### src/core/standby_pkg.sv
// shared constants, modes and carriers of the standby controller
package standby_pkg;
	localparam logic [3:0] ADR_DEPTH = 4'h0;
	localparam logic [3:0] ADR_PSC = 4'h4;
	localparam logic [3:0] ADR_PROT = 4'h8;
	localparam logic [3:0] ADR_STAT = 4'hC;
	localparam logic [7:0] DEPTH_RST = 8'h00;
	localparam logic [7:0] PSC_RST = 8'h00;
	localparam int DEPTH_BIT = 0;
	localparam int STB_BIT = 1;
	localparam int MASKABLE_WAKE_DISABLE_BIT = 4;
	localparam int STAT_ARMED_BIT = 2;
	localparam int PRIO_W = 3;

	typedef enum logic [1:0] {
		NORMAL,
		HALT,
		IDLE,
		STOP
	} mode_e;

	// wake requests from the interrupt controller
	typedef struct packed {
		logic nmi;
		logic maskable;
		logic idle_src;
		logic [PRIO_W-1:0] prio;
	} wake_req_s;

	// what the cpu is currently servicing
	typedef struct packed {
		logic in_service;
		logic [PRIO_W-1:0] prio;
		logic int_disable;
	} service_s;

	typedef struct packed {
		logic pin;
		logic wdt;
		logic lvi;
		logic poc;
	} reset_src_s;
endpackage : standby_pkg

### src/core/standby_halt_idle_control.sv
// standby controller: halt, idle and stop entry, wake decision, clock enables
// Behaviour
// [RL1] 8-bit depth select register, byte accessible, resets to zero.
// [RL2] depth bit 0 selects idle, 1 selects stop.
// [RL3] software writes zero to depth select bits 1 to 7.
// [RL4] depth bit matters only when the standby request bit is set.
// [RL5] halt entered only by halt instruction in normal operation.
// [RL6] halt gates only the cpu clock; peripherals keep their clock.
// [RL7] halt keeps peripherals running and all state preserved.
// [RL8] software places five nops after halt.
// [RL9] halt with pending unmasked interrupt enters then leaves at once.
// [RL10] halt left on watchdog nmi, unmasked maskable irq, or any reset.
// [RL11] wake from halt happens whatever the interrupt priority.
// [RL12] maskable wake disable bit set blocks maskable wake from halt.
// [RL13] lower or equal priority wake resumes next instruction, request left pending.
// [RL14] higher priority or nmi wake acknowledges and branches to handler.
// [RL15] interrupts disabled: maskable wake resumes, nmi always branches.
// [RL16] reset source ending halt runs the ordinary reset sequence.
// [RL17] idle entered when depth bit 0 and standby request then set.
// [RL18] idle stops cpu and peripheral clocks, oscillator and pll run.
// [RL19] idle retains all internal state.
// [RL20] leaving idle resumes at once with no stabilisation wait.
// [RL21] software places five nops after the store requesting idle.
// [RL22] power save control holds standby request and maskable wake disable.
// [RL23] software sets clock control to 03H, depth bit, then standby request.
// [RL24] power save control written only through the protected sequence.
// [RL25] idle released by pin, low-voltage, slave serial irqs or resets.
// [RL26] clock enables change without truncated pulses.
`timescale 1ns/1ps
module standby_halt_idle_control
	import standby_pkg::*;
(
	input wire logic sys_clk,
	input wire logic nrst,
	input wire logic wb_cyc_i,
	input wire logic wb_stb_i,
	input wire logic wb_we_i,
	input wire logic [3:0] wb_adr_i,
	input wire logic [3:0] wb_sel_i,
	input wire logic [31:0] wb_dat_i,
	output logic wb_ack_o,
	output logic [31:0] wb_dat_o,
	input wire logic halt_exec,
	input wire wake_req_s wake,
	input wire service_s svc,
	input wire reset_src_s rst_src,
	output logic cpu_clk_en,
	output logic periph_clk_en,
	output logic osc_stop,
	output logic irq_ack,
	output logic resume_next,
	output logic core_reset_req,
	output mode_e mode_out
);
	logic [7:0] standby_depth_select;
	logic [7:0] power_save_control;
	logic prot_armed;
	mode_e mode;
	mode_e next_mode;
	logic next_ack;
	logic next_resume;
	logic req;
	logic wr;
	logic wr_depth;
	logic wr_psc;
	logic wr_prot;
	logic rst_hit;
	logic halt_mask_ok;
	logic idle_mask_ok;
	logic take_handler;
	logic [7:0] rd_byte;

	assign req = wb_cyc_i & wb_stb_i & ~wb_ack_o;
	assign wr = req & wb_we_i & wb_sel_i[0];
	assign wr_depth = wr & (wb_adr_i == ADR_DEPTH);
	assign wr_psc = wr & (wb_adr_i == ADR_PSC);
	assign wr_prot = wr & (wb_adr_i == ADR_PROT);

	// the watchdog is stopped in idle and stop, so its overflow cannot end them
	assign rst_hit = rst_src.pin | rst_src.lvi | rst_src.poc | (rst_src.wdt & (mode == NORMAL | mode == HALT)); // RL10 RL25

	assign halt_mask_ok = wake.maskable & ~power_save_control[MASKABLE_WAKE_DISABLE_BIT]; // RL12
	assign idle_mask_ok = wake.idle_src & ~power_save_control[MASKABLE_WAKE_DISABLE_BIT]; // RL25
	// priority 0 is highest, so a smaller code outranks the one in service
	assign take_handler = ~svc.int_disable & (~svc.in_service | (wake.prio < svc.prio)); // RL13 RL14 RL15

	// bus slave: ack one cycle after the request, dropped the next cycle
	always_ff @(posedge sys_clk or negedge nrst) begin
		if (!nrst) begin
			wb_ack_o <= 1'b0;
		end else begin
			wb_ack_o <= req;
		end
	end

	always_comb begin
		rd_byte = 8'h00;
		case (wb_adr_i)
			ADR_DEPTH: rd_byte = standby_depth_select;
			ADR_PSC: rd_byte = power_save_control;
			ADR_STAT: rd_byte = {5'h00, prot_armed, mode};
			default: rd_byte = 8'h00;
		endcase
	end

	always_ff @(posedge sys_clk or negedge nrst) begin
		if (!nrst) begin
			wb_dat_o <= 32'h0000_0000;
		end else if (req & ~wb_we_i) begin
			wb_dat_o <= {24'h00_0000, rd_byte};
		end
	end

	// depth select keeps all eight bits as written
	always_ff @(posedge sys_clk or negedge nrst) begin
		if (!nrst) begin
			standby_depth_select <= DEPTH_RST; // RL1
		end else if (rst_hit) begin
			standby_depth_select <= DEPTH_RST; // RL16
		end else if (wr_depth) begin
			standby_depth_select <= wb_dat_i[7:0]; // RL1
		end
	end

	// the command register arms exactly one following write
	always_ff @(posedge sys_clk or negedge nrst) begin
		if (!nrst) begin
			prot_armed <= 1'b0;
		end else if (rst_hit) begin
			prot_armed <= 1'b0;
		end else if (wr_prot) begin
			prot_armed <= 1'b1; // RL24
		end else if (wr) begin
			prot_armed <= 1'b0; // RL24
		end
	end

	// only the two defined bits are stored; the rest read as zero
	always_ff @(posedge sys_clk or negedge nrst) begin
		if (!nrst) begin
			power_save_control <= PSC_RST;
		end else if (rst_hit) begin
			power_save_control <= PSC_RST; // RL16
		end else if (wr_psc & prot_armed) begin
			power_save_control <= PSC_RST;
			power_save_control[STB_BIT] <= wb_dat_i[STB_BIT]; // RL22
			power_save_control[MASKABLE_WAKE_DISABLE_BIT] <= wb_dat_i[MASKABLE_WAKE_DISABLE_BIT]; // RL22
		end else if ((mode == IDLE | mode == STOP) & next_mode == NORMAL) begin
			// standby request drops on release so the next store must ask again
			power_save_control[STB_BIT] <= 1'b0;
		end
	end

	always_comb begin
		next_mode = mode;
		next_ack = 1'b0;
		next_resume = 1'b0;
		case (mode)
			NORMAL: begin
				if (power_save_control[STB_BIT]) begin
					// depth bit is consulted only here, under the request bit
					next_mode = standby_depth_select[DEPTH_BIT] ? STOP : IDLE; // RL2 RL4 RL17
				end else if (halt_exec) begin
					next_mode = HALT; // RL5
				end
			end
			HALT: begin
				// a request already pending wakes in the first halt cycle
				if (wake.nmi) begin
					next_mode = NORMAL; // RL9 RL10 RL11
					next_ack = 1'b1; // RL14 RL15
				end else if (halt_mask_ok) begin
					next_mode = NORMAL; // RL9 RL10 RL11
					next_ack = take_handler; // RL14
					next_resume = ~take_handler; // RL13 RL15
				end
			end
			IDLE, STOP: begin
				if (idle_mask_ok) begin
					// no stabilisation count in idle or stop, though osc_stop is set in stop
					next_mode = NORMAL; // RL20 RL25
					next_ack = take_handler; // RL14
					next_resume = ~take_handler; // RL13 RL15
				end
			end
			default: next_mode = NORMAL;
		endcase
	end

	always_ff @(posedge sys_clk or negedge nrst) begin
		if (!nrst) begin
			mode <= NORMAL;
		end else if (rst_hit) begin
			mode <= NORMAL; // RL16
		end else begin
			mode <= next_mode;
		end
	end

	// enables are registered and feed a latch-based gate outside, so the
	// gated clock only starts or stops on a whole low phase
	always_ff @(posedge sys_clk or negedge nrst) begin
		if (!nrst) begin
			cpu_clk_en <= 1'b1;
			periph_clk_en <= 1'b1;
			osc_stop <= 1'b0;
		end else if (rst_hit) begin
			cpu_clk_en <= 1'b1;
			periph_clk_en <= 1'b1;
			osc_stop <= 1'b0;
		end else begin
			cpu_clk_en <= (next_mode == NORMAL); // RL6 RL18 RL26
			periph_clk_en <= (next_mode == NORMAL) | (next_mode == HALT); // RL6 RL7 RL18 RL19 RL26
			osc_stop <= (next_mode == STOP);
		end
	end

	always_ff @(posedge sys_clk or negedge nrst) begin
		if (!nrst) begin
			irq_ack <= 1'b0;
			resume_next <= 1'b0;
			mode_out <= NORMAL;
		end else if (rst_hit) begin
			irq_ack <= 1'b0;
			resume_next <= 1'b0;
			mode_out <= NORMAL;
		end else begin
			irq_ack <= next_ack; // RL14
			resume_next <= next_resume; // RL13
			mode_out <= next_mode;
		end
	end

	// reset request held for as long as pin, lvi or poc is active, or wdt outside idle and stop
	always_ff @(posedge sys_clk or negedge nrst) begin
		if (!nrst) begin
			core_reset_req <= 1'b0;
		end else begin
			core_reset_req <= rst_hit; // RL16
		end
	end
endmodule : standby_halt_idle_control

### config.mk
export PLATFORM = sky130hd
export DESIGN_NAME = standby_halt_idle_control
export DESIGN_NICKNAME = d
export VERILOG_FILES = /design/src/core/standby_pkg.sv /design/src/core/standby_halt_idle_control.sv
export SDC_FILE = /design/constraint.sdc
export NUM_CORES = 1
export LEC_CHECK = 0
export BUFFER_PORTS_ARGS = -buffer_cell sky130_fd_sc_hd__buf_2
export CORE_MARGIN = 5
export CORE_UTILIZATION = 45
export CTS_CLUSTER_DIAMETER = 150
export DETAILED_ROUTE_END_ITERATION = 12
export GPL_ROUTABILITY_DRIVEN = 0
export PLACE_DENSITY = 0.86
export SLEW_MARGIN = 20
export SYNTH_ARGS = -nofsm -noshare
export SYNTH_HDL_FRONTEND = slang
export SYNTH_SLANG_ARGS = --single-unit
### constraint.sdc
create_clock -name sys_clk -period 4 [get_ports sys_clk]
set_input_delay 0.4 -clock sys_clk [delete_from_list [all_inputs] [get_ports sys_clk]]
set_output_delay 0.4 -clock sys_clk [all_outputs]
set_load 0.03 [all_outputs]
### Word-level counts from Yosys, hierarchy flattened

Cells that the tools add are included.

* register bits after elaboration: 34
* input bits: 61
* output and inout port bits: 41
* word-level logic and storage cells: 89

* order comparisons: 1
* equality and inequality tests: 8
* mux-type cells: 32
* bitwise operators: 27
* reductions and logical operators: 8

Operator list (number)
* 2-to-1 mux 8 bit: 3
* one-hot mux 8 bit (3 select lines): 1
* 2-to-1 mux 1 bit: 18
* AND 1 bit: 14
* 2-to-1 mux 2 bit: 6
* equality test 4 bit (second input constant): 2
* bitwise OR 1 bit: 7
* equality test 2 bit (second input constant): 3
* 2-to-1 mux 6 bit: 1
* NOT 1 bit: 6
* one-hot mux 2 bit (3 select lines): 1
* nonzero test 3 bit: 2
* equality test 2 x 1 -> 1 bit (second input constant): 2
* equality test 4 x 3 -> 1 bit (second input constant): 1
* logical NOT 2 bit: 2
* logical NOT 4 bit: 1
* one-hot mux 1 bit (2 select lines): 2
* nonzero test 2 bit: 2
* less-than comparator 3 bit: 1
* OR reduction 2 bit: 1

### Logic depth before layout (Yosys ltp)

* depth in word-level cells: 10
* mapped depth: 6
* mapped depth without buffers: 6

### Least setup slack after synthesis

No wires, ideal clock.

* path type: register to register
* start: register wb_ack_o
* end: register standby_depth_select[5]
* library setup time: 137 ps
* arrival: 1543 ps
* required time: 3863 ps
* setup slack: 2320 ps
* stages on the path, launching flop included: 5
* buffers on the path: 0
* clock period less this slack: 1680 ps
* path through: dfrtp_1 -> nand3b_4 -> nor4_4 -> mux2i_1 -> nor2_1

* longest elaborated chain between the ends: 6

Ends and longest elaborated chain
* start, declared: line standby_halt_idle_control.sv:41 `output logic wb_ack_o,`
* start signal, assigned: line standby_halt_idle_control.sv:92 `wb_ack_o <= req;`
* NOT 1 bit: line standby_halt_idle_control.sv:73 `assign req = wb_cyc_i & wb_stb_i & ~wb_ack_o;`
* AND 1 bit: line standby_halt_idle_control.sv:73
* AND 1 bit (2 in series): line standby_halt_idle_control.sv:74 `assign wr = req & wb_we_i & wb_sel_i[0];`
* AND 1 bit: line standby_halt_idle_control.sv:75 `assign wr_depth = wr & (wb_adr_i == ADR_DEPTH);`
* nonzero test 2 bit (no line)
* end signal, assigned: line standby_halt_idle_control.sv:121 `standby_depth_select <= wb_dat_i[7:0];`
* end, declared: line standby_halt_idle_control.sv:55 `logic [7:0] standby_depth_select;`

Every way passes these cells.
A chain may end at the register's enable or synchronous reset.

### Final worst setup path

* start: register wb_ack_o
* end: register standby_depth_select[0]

The elaborated chain is that of the path after synthesis.

==> metrics <==
initial antenna violation count 0; CP max-delay cell nor4_4; post-route ant nets 0; post-CTS setup buffers 0; yosys warns 0; ys async rst share 100%; Core ar. 0.00328 mm2; clk slew on worst S/H paths 150 ps; GRT Util Overall 12.3%; vias 1,160; Avg WL per Cell 11.7 um; layout cells sized above 1 31.4%; CTS tree built; 1st-pass router iterations 4; worst setup path class reg2reg; f_max 0.589 GHz; Final Hold Fails 0; Slew Limit Fails 0; Syn-to-layout area delta 17.1%; Min-Delay Path Class in2async; Post-synth EDFFs 0; DRC 0; post-CTS sizing 0; Peak VDD IR 0.134 mV; first-pass GRT wire length 4.40 mm; Unique masters post-synth 35; I/O Buffers 50; CTS Root Buffer Type clkbuf_4; Vias/cell 4.58; clock tree buffer depth 2; mapped cell area 0.00151 mm2; Detailed Place HPWL 2.40 mm; Antenna diodes 0; outcome finished, final reports clean; grt ovf 0; number of global-route vias before repair 1,017; required time worst endpoint 4190 ps; FF/Latch Area 703 um2; slew at the pin closest to its max-slew limit 719 ps; Final Setup Violations 0; largest area contributor in the netlist dfrtp_1; cts hold-fix bufs 0; H-tree Lvls 1; area of the multi-input gates 683 um2; number of max-cap violations 0; Post-Synthesis Cells 157; slowest stage delay, CP 650 ps; post-synthesis sequential area ratio 46.4%; RSZ-0062 raised after global routing false; clk sink count 28; final worst clock skew 7.75 ps; DRT Wirelength 2.96 mm; ys flop type dfrtp_1; clk_lat worst skew 320 ps; initial cell density of the core 46.1%; Max FO, Critical Path 8; synthesis-stage register bit count 28; Leakage 0.900 nW; top cells by count, synth dfrtp_1, buf_4, nor2_1; count leader, synth dfrtp_1; top-area cell type share of the netlist area 43.0%; Worst Reg-to-Reg Cells 4; initial DRC count 41; Cell Pwr Density 308 mW/mm2; Critical Path AT 1890 ps; largest net degree at the start of global routing 29; Ports 102; Final TNS setup 0 ps; nets@finish 271; die area 0.00462 mm2; worst-path cell chain nand3b_4, nor4_4, mux2i_1, nor2_1; Die Height 68 um; main area contributors after synthesis dfrtp_1, buf_4, mux2i_1; crit start category register; total CTS buffers 3; post-layout min period 1700 ps; Slew HR 52.0%; worst hold margin 51.8 ps; crit path capture type register; num rows 21; filler instances 327; DIE WIDTH 68 um; ratio of final minimum period to clock period 42.4%; Post-Synthesis Mean Instance Area 9.64 um2
-- path summary, 6_finish.rpt --
check | start | to | slack (ps)
worst max register to register | wb_ack_o$_DFF_PN0_ | standby_depth_select[0]$_DFFE_PN0P_ | 2300
worst min-delay path | nrst | wb_dat_o[2]$_DFFE_PN0P_ | 50
worst min register to register | wb_dat_o[2]$_DFFE_PN0P_ | wb_dat_o[2]$_DFFE_PN0P_ | 490
min in group sys_clk | wb_dat_i[1] | power_save_control[1]$_DFFE_PN0P_ | 310
worst max-delay path | wb_ack_o$_DFF_PN0_ | standby_depth_select[0]$_DFFE_PN0P_ | 2300
max in group asynchronous | nrst | osc_stop$_DFF_PN0_ | 3550
-- per-stage QoR --
step	power [mW]	util, %	std cells	cell area, um2	setup WS, ps
after floorplan	0.359	-	180	1600	2320
after global placement	0.367	52.3	249	1720	2040
after detailed placement	0.369	52.4	249	1720	2050
after CTS	0.551	54.0	253	1770	2280
after global routing	0.568	54.0	253	1770	2170
final	0.547	54.0	253	1770	2300
-- metal layers --
layer	vias to the layer above	wire [um]	track usage, %
li1	580	-	-
met1	533	1180	15.3
met2	45	1510	21.8
met3	2	258	3.45
met4	0	8	1.49
met5	-	0	0
-- flip-flops by register name (all words and copies together) (netlist names) --
signal / count
core_reset_req: 1
osc_stop: 1
resume_next: 1
irq_ack: 1
wb_dat_o: 8
cpu_clk_en: 1
mode_out: 2
periph_clk_en: 1
prot_armed: 1
standby_depth_select: 8
power_save_control: 2
wb_ack_o: 1
-- power by group --
part	switching [mW]	internal (mW)	leakage [nW]
combinational	0.0574	0.0206	0.493
clock	0.0823	0.101	0.0279
sequential	0.000536	0.285	0.379
total	0.140	0.406	0.900
-- cell families after synthesis --
group | Yosys count | synth area share (%)
fa+ha+maj | 2 | 1.65
buf+inv | 34 | 14.4
flops | 28 | 46.4
simple gates | 54 | 18.8
compound gates | 26 | 10.3
mux | 12 | 8.10
other cells | 1 | 0.248
-- layout make-up --
type	count	share of cell area, %
inverters	7	1.48
clock inverters	1	1.69
flip-flops and latches	28	39.7
well taps	46	3.25
clock buffers	3	1.27
multi-input cells	118	38.5
repair buffers	50	14.1
-- placed cells by master (no fill, tap or decap), types with 2 or more instances in the layout --
cell type,n
a22oi_1,2
mux2i_1,10
nand2b_1,4
and3_1,2
nand2_1,16
mux2_2,2
inv_1,7
conb_1,24
clkbuf_4,3
o21ai_0,9
nor3_1,2
buf_2,50
o31ai_1,2
dfstp_2,2
ha_1,2
dfrtp_1,26
or2_2,3
a21oi_1,6
nor2_1,18
-- critical path, delay by kind of cell (launching register included) --
family	cells	cell delay [ps]
flops	1	400
simple gates	3	900
mux	1	260
(Power assumes the default switching activity.)
